<file path="src/tec_pkg.sv">
// Shared constants and types for the timer and event counter block
package tec_pkg;

	// Register map on the plain access port
	localparam logic [3:0] ADDR_T0CTL = 4'h0;
	localparam logic [3:0] ADDR_T0CNT = 4'h1;
	localparam logic [3:0] ADDR_T1CTL = 4'h2;
	localparam logic [3:0] ADDR_T1LO  = 4'h3;
	localparam logic [3:0] ADDR_T1HI  = 4'h4;
	localparam logic [3:0] ADDR_INTC  = 4'h5;

	// Control register fields
	localparam int MODE_HI  = 7;
	localparam int MODE_LO  = 6;
	localparam int RUN_BIT  = 4;
	localparam int EDGE_BIT = 3;

	// Interrupt control fields
	localparam int INTC_EN0 = 0;
	localparam int INTC_EN1 = 1;
	localparam int INTC_FL0 = 2;
	localparam int INTC_FL1 = 3;

	// Reset values
	localparam logic [7:0] CTL_RESET  = 8'h00;
	localparam logic [3:0] INTC_RESET = 4'h0;
	localparam logic [7:0] RD_IDLE    = 8'h00;

	// Internal clock is the system clock divided by this ratio
	localparam int          DIV_RATIO = 4;
	localparam logic [1:0]  DIV_LAST  = 2'(DIV_RATIO - 1);

	// Operating modes
	typedef enum logic [1:0] {
		MODE_OFF   = 2'b00,
		MODE_EVENT = 2'b01,
		MODE_TIMER = 2'b10,
		MODE_PULSE = 2'b11
	} tec_mode_t;

	// Pulse width measurement sequence
	typedef enum logic [3:0] {
		ST_IDLE = 4'b0001,
		ST_WAIT = 4'b0010,
		ST_MEAS = 4'b0100,
		ST_DONE = 4'b1000
	} tec_state_t;

endpackage

</file>
<file path="src/tec_unit.sv">
// One up-counter with preload, edge counting and pulse width sequence
`timescale 1ns/100ps
module tec_unit
	import tec_pkg::*;
#(
	parameter int W = 8	// Counter width
)(
	input  wire logic         clk,      // System clock
	input  wire logic         resetn,   // Async reset, active low
	input  wire tec_mode_t    mode,     // Operating mode
	input  wire logic         edge_sel, // Active edge select
	input  wire logic         run,      // Run enable
	input  wire logic         pin_lvl,  // Synchronised pin level
	input  wire logic         tick,     // Divided internal clock
	input  wire logic         pd,       // Power-down state
	input  wire logic         hold,     // Inhibit count this cycle
	input  wire logic         load_en,  // Preload write strobe
	input  wire logic [W-1:0] load_val, // Preload write value
	output logic      [W-1:0] count,    // Counter value
	output logic              ovf,      // Overflow pulse
	output logic              stop      // Auto stop pulse
);

	tec_state_t     state;
	tec_state_t     next_state;
	logic [W-1:0]   preload;
	logic [W-1:0]   next_count;
	logic           pin_last;
	logic           act_last;

	// Edge and level detection
	wire all_ones = &count;
	wire pin_act  = (pin_lvl == edge_sel);
	wire ev_edge  = edge_sel ? (pin_last & ~pin_lvl) : (~pin_last & pin_lvl);
	wire pw_start = tick & ~pd & ~act_last & pin_act & (state == ST_WAIT);
	wire pw_end   = tick & ~pin_act & (state == ST_MEAS);
	wire tm_inc   = (mode == MODE_TIMER) & tick & ~pd;
	wire ev_inc   = (mode == MODE_EVENT) & ev_edge;
	wire pw_inc   = (state == ST_MEAS) & tick & ~pd & pin_act;
	wire inc      = run & ~hold & (tm_inc | ev_inc | pw_inc);

	// Pulse width sequence
	always_comb begin
		next_state = state;
		case (state)
		ST_IDLE: begin
			if (run && mode == MODE_PULSE)
				next_state = ST_WAIT;
		end
		ST_WAIT: begin
			if (!run || mode != MODE_PULSE)
				next_state = ST_IDLE;
			else if (pw_start)
				next_state = ST_MEAS;
		end
		ST_MEAS: begin
			if (!run || mode != MODE_PULSE)
				next_state = ST_IDLE;
			else if (pw_end)
				next_state = ST_DONE;
		end
		ST_DONE: begin
			if (!run)
				next_state = ST_IDLE;
		end
		default: next_state = ST_IDLE;
		endcase
	end

	// Counter value
	always_comb begin
		if (load_en && !run)
			next_count = load_val;
		else if (inc)
			next_count = all_ones ? preload : count + 1'b1;
		else
			next_count = count;
	end

	always_ff @(posedge clk or negedge resetn) begin
		if (!resetn) begin
			state    <= ST_IDLE;
			count    <= '0;
			preload  <= '0;
			ovf      <= 1'b0;
			stop     <= 1'b0;
			pin_last <= 1'b0;
			act_last <= 1'b0;
		end else begin
			state    <= next_state;
			count    <= next_count;
			preload  <= load_en ? load_val : preload;
			ovf      <= inc & all_ones;
			stop     <= pw_end & run;
			pin_last <= pin_lvl;
			if (tick)
				act_last <= pin_act;
		end
	end
endmodule

</file>
<file path="src/tec_top.sv">
// Two timer and event counters with control, interrupt flags and wake-up
`timescale 1ns/100ps

// Overview of operation
// - Mode bits 7..6 equal to 10 select periodic timer mode.
// - Timer mode counts the system clock divided by four.
// - The counter runs only while run-enable bit 4 is high.
// - Overflow raises a request, reloads from preload and keeps counting.
// - Interrupt output is held off while its enable bit is zero.
// - Event mode counts pin transitions with no prescaler.
// - Edge select low counts rising edges, high counts falling edges.
// - Event counting continues in power-down; overflow then wakes.
// - Mode bits 11 select pulse width measurement.
// - Pulse mode counts divided clock after an active pin edge.
// - Edge select low: start on falling, stop on high, clear enable.
// - Edge select high: start on rising, stop on low, clear enable.
// - After auto stop, pin is ignored and count held until rearmed.
// - Outside pulse mode only software clears the enable bit.
// - Pin is synchronised; pulse edges act at the next timer tick.
// - Counter reads and preload writes inhibit counting that cycle.
// - Overflow always sets the flag; it wakes from power-down only while that flag is clear.
// - Pin must be an input for event and pulse use.
// - Preload goes to counter when stopped, else waits for overflow.
// - One eight-bit and one sixteen-bit up-counter.
// - Wide low byte is buffered; high byte access moves it.
module tec_top
	import tec_pkg::*;
(
	input  wire logic       clk,           // System clock
	input  wire logic       resetn,        // Async reset, active low
	input  wire logic [3:0] addr,          // Register address
	input  wire logic [7:0] wdata,         // Write data
	input  wire logic       wr,            // Write strobe
	input  wire logic       rd,            // Read strobe
	output logic      [7:0] rdata,         // Read data, cycle after rd
	input  wire logic       counter0_pin,  // External pin, counter 0
	input  wire logic       counter1_pin,  // External pin, counter 1
	input  wire logic       pin0_is_input, // Port control: pin 0 input
	input  wire logic       pin1_is_input, // Port control: pin 1 input
	input  wire logic       power_down,    // Device in power-down
	output logic            irq0,          // Counter 0 interrupt request
	output logic            irq1,          // Counter 1 interrupt request
	output logic            wake           // Wake-up pulse
);

	logic [7:0]  timer0_control;
	logic [7:0]  timer1_control;
	logic [3:0]  intc;
	logic [3:0]  next_intc;
	logic [7:0]  lo_buf;
	logic [1:0]  pin_meta;
	logic [1:0]  pin_sync;
	logic [1:0]  div_cnt;
	logic [7:0]  count0;
	logic [15:0] count1;
	logic        ovf0;
	logic        ovf1;
	logic        stop0;
	logic        stop1;

	// Address decode
	wire at_t0ctl = (addr == ADDR_T0CTL);
	wire at_t0cnt = (addr == ADDR_T0CNT);
	wire at_t1ctl = (addr == ADDR_T1CTL);
	wire at_t1lo  = (addr == ADDR_T1LO);
	wire at_t1hi  = (addr == ADDR_T1HI);
	wire at_intc  = (addr == ADDR_INTC);

	wire wr_t0ctl = wr & at_t0ctl;
	wire wr_t0cnt = wr & at_t0cnt;
	wire wr_t1ctl = wr & at_t1ctl;
	wire wr_t1lo  = wr & at_t1lo;
	wire wr_t1hi  = wr & at_t1hi;
	wire wr_intc  = wr & at_intc;
	wire rd_t1hi  = rd & at_t1hi;

	// Mode and field decode
	wire tec_mode_t mode0 = tec_mode_t'(timer0_control[MODE_HI:MODE_LO]);
	wire tec_mode_t mode1 = tec_mode_t'(timer1_control[MODE_HI:MODE_LO]);
	wire run0  = timer0_control[RUN_BIT];
	wire run1  = timer1_control[RUN_BIT];
	wire edge0 = timer0_control[EDGE_BIT];
	wire edge1 = timer1_control[EDGE_BIT];

	// Off mode stops the counter; pin modes need the pin set as input
	wire pin_ok0 = (mode0 == MODE_TIMER) | pin0_is_input;
	wire pin_ok1 = (mode1 == MODE_TIMER) | pin1_is_input;
	wire run_eff0 = run0 & (mode0 != MODE_OFF) & pin_ok0;
	wire run_eff1 = run1 & (mode1 != MODE_OFF) & pin_ok1;

	// Access inhibits for counter reads and preload writes
	wire hold0 = (rd | wr) & at_t0cnt;
	wire hold1 = rd & (at_t1lo | at_t1hi) | wr_t1hi;

	// Auto stop clears run only while the unit is still in pulse mode
	wire clr_run0 = stop0 & (mode0 == MODE_PULSE);
	wire clr_run1 = stop1 & (mode1 == MODE_PULSE);

	// Internal clock, one tick every fourth system clock
	wire tick = (div_cnt == DIV_LAST);

	// Read mux
	wire [7:0] intc_view = {4'h0, intc};
	wire [7:0] rd_mux =
		at_t0ctl ? timer0_control :
		at_t0cnt ? count0 :
		at_t1ctl ? timer1_control :
		at_t1lo  ? lo_buf :
		at_t1hi  ? count1[15:8] :
		at_intc  ? intc_view : RD_IDLE;

	// Two-stage synchroniser for both pins
	always_ff @(posedge clk or negedge resetn) begin
		if (!resetn) begin
			pin_meta <= 2'h0;
			pin_sync <= 2'h0;
		end else begin
			pin_meta <= {counter1_pin, counter0_pin};
			pin_sync <= pin_meta;
		end
	end

	// Divider for the internal clock
	always_ff @(posedge clk or negedge resetn) begin
		if (!resetn)
			div_cnt <= 2'h0;
		else
			div_cnt <= div_cnt + 2'h1;
	end

	// Counter 0 control; only pulse mode clears run by itself
	always_ff @(posedge clk or negedge resetn) begin
		if (!resetn) begin
			timer0_control <= CTL_RESET;
		end else if (wr_t0ctl) begin
			timer0_control <= wdata;
		end else if (clr_run0) begin
			timer0_control[RUN_BIT] <= 1'b0;
		end
	end

	// Counter 1 control
	always_ff @(posedge clk or negedge resetn) begin
		if (!resetn) begin
			timer1_control <= CTL_RESET;
		end else if (wr_t1ctl) begin
			timer1_control <= wdata;
		end else if (clr_run1) begin
			timer1_control[RUN_BIT] <= 1'b0;
		end
	end

	// Low byte buffer of the wide counter
	always_ff @(posedge clk or negedge resetn) begin
		if (!resetn) begin
			lo_buf <= 8'h00;
		end else if (wr_t1lo) begin
			lo_buf <= wdata;
		end else if (rd_t1hi) begin
			lo_buf <= count1[7:0];
		end
	end

	// Interrupt enables and flags; an overflow wins over a clear
	always_comb begin
		next_intc = intc;
		if (wr_intc)
			next_intc = wdata[3:0];
		if (ovf0)
			next_intc[INTC_FL0] = 1'b1;
		if (ovf1)
			next_intc[INTC_FL1] = 1'b1;
	end

	// Flags, gated requests and wake-up
	always_ff @(posedge clk or negedge resetn) begin
		if (!resetn) begin
			intc <= INTC_RESET;
			irq0 <= 1'b0;
			irq1 <= 1'b0;
			wake <= 1'b0;
		end else begin
			intc <= next_intc;
			irq0 <= next_intc[INTC_FL0] & next_intc[INTC_EN0];
			irq1 <= next_intc[INTC_FL1] & next_intc[INTC_EN1];
			wake <= power_down & (ovf0 & ~intc[INTC_FL0] |
				ovf1 & ~intc[INTC_FL1]);
		end
	end

	// Read data stands only in the cycle after the strobe
	always_ff @(posedge clk or negedge resetn) begin
		if (!resetn)
			rdata <= RD_IDLE;
		else
			rdata <= rd ? rd_mux : RD_IDLE;
	end

	// Eight-bit counter
	tec_unit #(
		.W        (8)
	) u_cnt0 (
		.clk      (clk),
		.resetn   (resetn),
		.mode     (mode0),
		.edge_sel (edge0),
		.run      (run_eff0),
		.pin_lvl  (pin_sync[0]),
		.tick     (tick),
		.pd       (power_down),
		.hold     (hold0),
		.load_en  (wr_t0cnt),
		.load_val (wdata),
		.count    (count0),
		.ovf      (ovf0),
		.stop     (stop0)
	);

	// Sixteen-bit counter, loaded as a whole on the high byte write
	tec_unit #(
		.W        (16)
	) u_cnt1 (
		.clk      (clk),
		.resetn   (resetn),
		.mode     (mode1),
		.edge_sel (edge1),
		.run      (run_eff1),
		.pin_lvl  (pin_sync[1]),
		.tick     (tick),
		.pd       (power_down),
		.hold     (hold1),
		.load_en  (wr_t1hi),
		.load_val ({wdata, lo_buf}),
		.count    (count1),
		.ovf      (ovf1),
		.stop     (stop1)
	);
endmodule

</file>
<file path="config.mk">
export PLATFORM = sky130hd
export DESIGN_NAME = tec_top
export DESIGN_NICKNAME = d
export VERILOG_FILES = /design/src/tec_pkg.sv /design/src/tec_unit.sv /design/src/tec_top.sv
export SDC_FILE = /design/constraint.sdc
export NUM_CORES = 1
export LEC_CHECK = 0
export BUFFER_PORTS_ARGS = -buffer_cell sky130_fd_sc_hd__clkbuf_2
export CORE_MARGIN = 1
export CORE_UTILIZATION = 50
export CTS_CLUSTER_SIZE = 24
export DETAILED_ROUTE_END_ITERATION = 7
export PLACE_DENSITY = 0.7
export SYNTH_ARGS = -nofsm -noshare
export SYNTH_HDL_FRONTEND = slang
export SYNTH_SLANG_ARGS = --single-unit
</file>
<file path="constraint.sdc">
create_clock -name clk -period 1.8 [get_ports clk]
set_input_delay 0.18 -clock clk [delete_from_list [all_inputs] [get_ports clk]]
set_output_delay 0.18 -clock clk [all_outputs]
set_load 0.01 [all_outputs]
</file>
==> results.txt <==
antenna cells: 0
Syn-to-layout area delta: 26.4%
Clock Path Buffers: 2
Area contributors post-synth: dfrtp_1 46%, mux2_2 8.5%, mux2i_1 6.0%
Setup-failing EPs final: 1
clk sinks: 109
total of max-cap violations: 0
HP Class: in -> reg
Synth area leader: dfrtp_1
power per cell area: 1180 nW/um^2
sequential area share after synthesis: 0.466
most common cell in the netlist: dfrtp_1
#FFs+latches synth: 109
R2R Path Start: u_cnt1.state[0]$_DFFE_PN1P_
die width: 110 microns
full die area: 12100 sq um
crit path from: u_cnt1.state[0]$_DFFE_PN1P_
first-pass GRT wire length: 24100 microns
H-tree depth: 3
Critical Path Source Type: flop
WP data required: 2030 ps
row count: 39
Static Leak: 0.00330 uW
Post-DP HPWL: 11300 microns
FFs w/ async S/R, synth: 1.00
Core ar.: 11400 sq um
drt total wl: 15900 microns
syn_area_per_cell: 10.4 sq um
Synth top area share: 0.457
Synth Area in Adders: 0.00641
Peak supply drop: 0.630 mV
clock transition at the registers of the reported paths: 70 ps
design area: 7400 sq um
Synthesis Warnings: 0
Tot GR Track Use: 0.265
share of cells above drive strength 1: 0.355
outcome: complete, but fails checks
nets@finish: 696
GP Congestion: 0.937
Slew Viols, Final: 0
Netlist cell types: 76
synth cell count leaders: 107 x dfrtp_1, 46 x nor2_1, 44 x mux2_2, 43 x nand2_1, 35 x mux2i_1
placed inst area: 6770 sq um
max incr delay on CP: 560 ps
DRC Markers: 0
HP Start: power_down
Initial Util: 0.513
vias post-DR: 4967
number of vias per cell: 6.06
CP Data Arrival Time: 2070 ps
mux cell area share after synthesis: 0.145
EDFF count, synth: 0
Initial DRC Count: 430
Post-Synth Simple-Gate Area: 0.186
Slew @ Worst Pin: 545 ps
Post-Syn Area: 5850 sq um
Final Hold Viols: 0
Max-slew headroom: 0.637
Place WS: -181 ps
Layout fillers: 903
achievable frequency: 546 MHz
initial antenna violation count: 0
RSZ-0062 raised after global routing: yes
GRT overflow: 0
Final WS setup: -31.2 ps
ANT nets after route: 0
CP max-delay cell: or4b_4
xor and xnor fraction of the mapped netlist area: 0.0209
part of the cycle the worst path needs: 1.02
WL/cell: 19.4 microns
Port Buf Inserts: 31
worst-path cell chain: or4b_4 -> o22ai_4 -> a32o_2 -> buf_6 -> and4_1 -> o221ai_2
worst skew pair latency: 360 ps
crit-path max FO: 4
Final min period: 1830 ps
io pins: 32
Post-Route Skew: 5.34 ps
critical path class: reg -> reg
Crit path buffers/inverters: 1
TritonCTS clock tree: done
Synth Instances: 562
Syn Nets: 586
vias in the first global route: 4732
CTS Root Cell: clkbuf_16
largest net degree at the start of global routing: 36
Most used DFF post-synth: dfrtp_1
CTS Buf Count: 9
CP top delay family: simple AND/OR/NAND/NOR gates
Initial DRT Pass Iterations: 5
CP endpoint kind: flop
post-synthesis compound-gate area fraction: 0.142
Die H: 110 microns
failing checks: setup timing
combinational family with the most area after synthesis: simple AND/OR/NAND/NOR gates
## kinds of logic after synthesis
logic type | Yosys count
flops | 109
mux | 79
fa+ha+maj | 3
compound gates | 113
buf+inv | 43
xor+xnor | 14
simple gates | 201
## per-stage QoR
step | util | total power (uW) | hold WS [ps] | setup TNS, ps | std cells
CTS | 0.630 | 8600 | 89.4 | -39.1 | 811
global route | 0.648 | 9200 | 102 | -636 | 820
floorplan | - | 5260 | -116 | -117 | 562
detailed placement | 0.593 | 6480 | 197 | -2330 | 790
global placement | 0.593 | 6360 | 193 | -903 | 790
finish | 0.648 | 8740 | 96.0 | -31.2 | 820
## path summary, 6_finish.rpt
| check | to | slack [ps] | depth (start not counted) |
|---|---|---|---|
| worst max-delay path | u_cnt1.count[12]$_DFFE_PN0P_ | -30 | 6 |
| worst min-delay path | wake$_DFF_PN0_ | 100 | 2 |
| worst max register to register | u_cnt1.count[12]$_DFFE_PN0P_ | -30 | 6 |
| worst min register to register | pin_sync[1]$_DFF_PN0_ | 360 | 0 |
| max in group asynchronous | u_cnt0.state[0]$_DFFE_PN1P_ | 860 | 3 |
| min in group asynchronous | pin_meta[1]$_DFF_PN0_ | 350 | 2 |
## cells in the final DEF (no fill, tap or decap), drive strengths merged, types with 4 or more instances in the layout
master / count
nor4: 5
and3: 4
o31ai: 5
nor3b: 4
and2: 11
nand4: 9
nor2: 46
a221oi: 9
nor4b: 4
o21ai: 16
a211oi: 12
mux2: 44
o22ai: 14
inv: 12
nor3: 14
xnor2: 5
nand2b: 8
mux2i: 35
xor2: 9
and4: 4
clkbuf: 40
dfrtp: 107
nand3: 22
a21oi: 16
a32oi: 4
a22oi: 5
nand2: 44
nor2b: 17
buf: 96
o211ai: 4
## area by class of cell
cell class / count / area, sq um / area share
clock inverter: 6 / 62.6 / 0.00845
multi-input combinational: 411 / 3160 / 0.427
sequential: 109 / 2730 / 0.369
clock buffer: 10 / 239 / 0.0323
tap: 143 / 179 / 0.0242
inverter: 12 / 45.0 / 0.00609
timing repair buffer: 129 / 982 / 0.133
## where the power goes
part / total (uW) / switching, uW / leakage [uW] / internal, uW
Combinational: 3100 / 1580 / 0.00182 / 1520
Clock: 2020 / 905 / 0.000140 / 1110
Sequential: 3620 / 528 / 0.00134 / 3090
## per-layer routing
layer / global-route usage / part of all wire / vias up
met1: 0.360 / 0.44 / 2465
met2: 0.421 / 0.48 / 171
met3: 0.0447 / 0.050 / 32
li1: - / - / 2299
met5: 0 / 0 / -
met4: 0.113 / 0.023 / 0
## what timing repair did
action | 4_1_cts | 5_1_grt
hold buffers | 3 | 0
endpoints found under the hold margin | 34 | 0
setup buffers | 2 | 8
resized for setup | 17 | 28
setup endpoints to repair | 28 | 28
cloned | 0 | 1
pin swaps | 5 | 11
## flip-flops by register name (all words and copies together), names as in the netlist, 8 cells and up
name and flops:
u_cnt0.count 8, u_cnt1.preload 16, rdata 8, u_cnt0.preload 8
timer0_control 8, timer1_control 8, lo_buf 8, u_cnt1.count 16
Note: power is estimated with default switching activity, not from simulation.
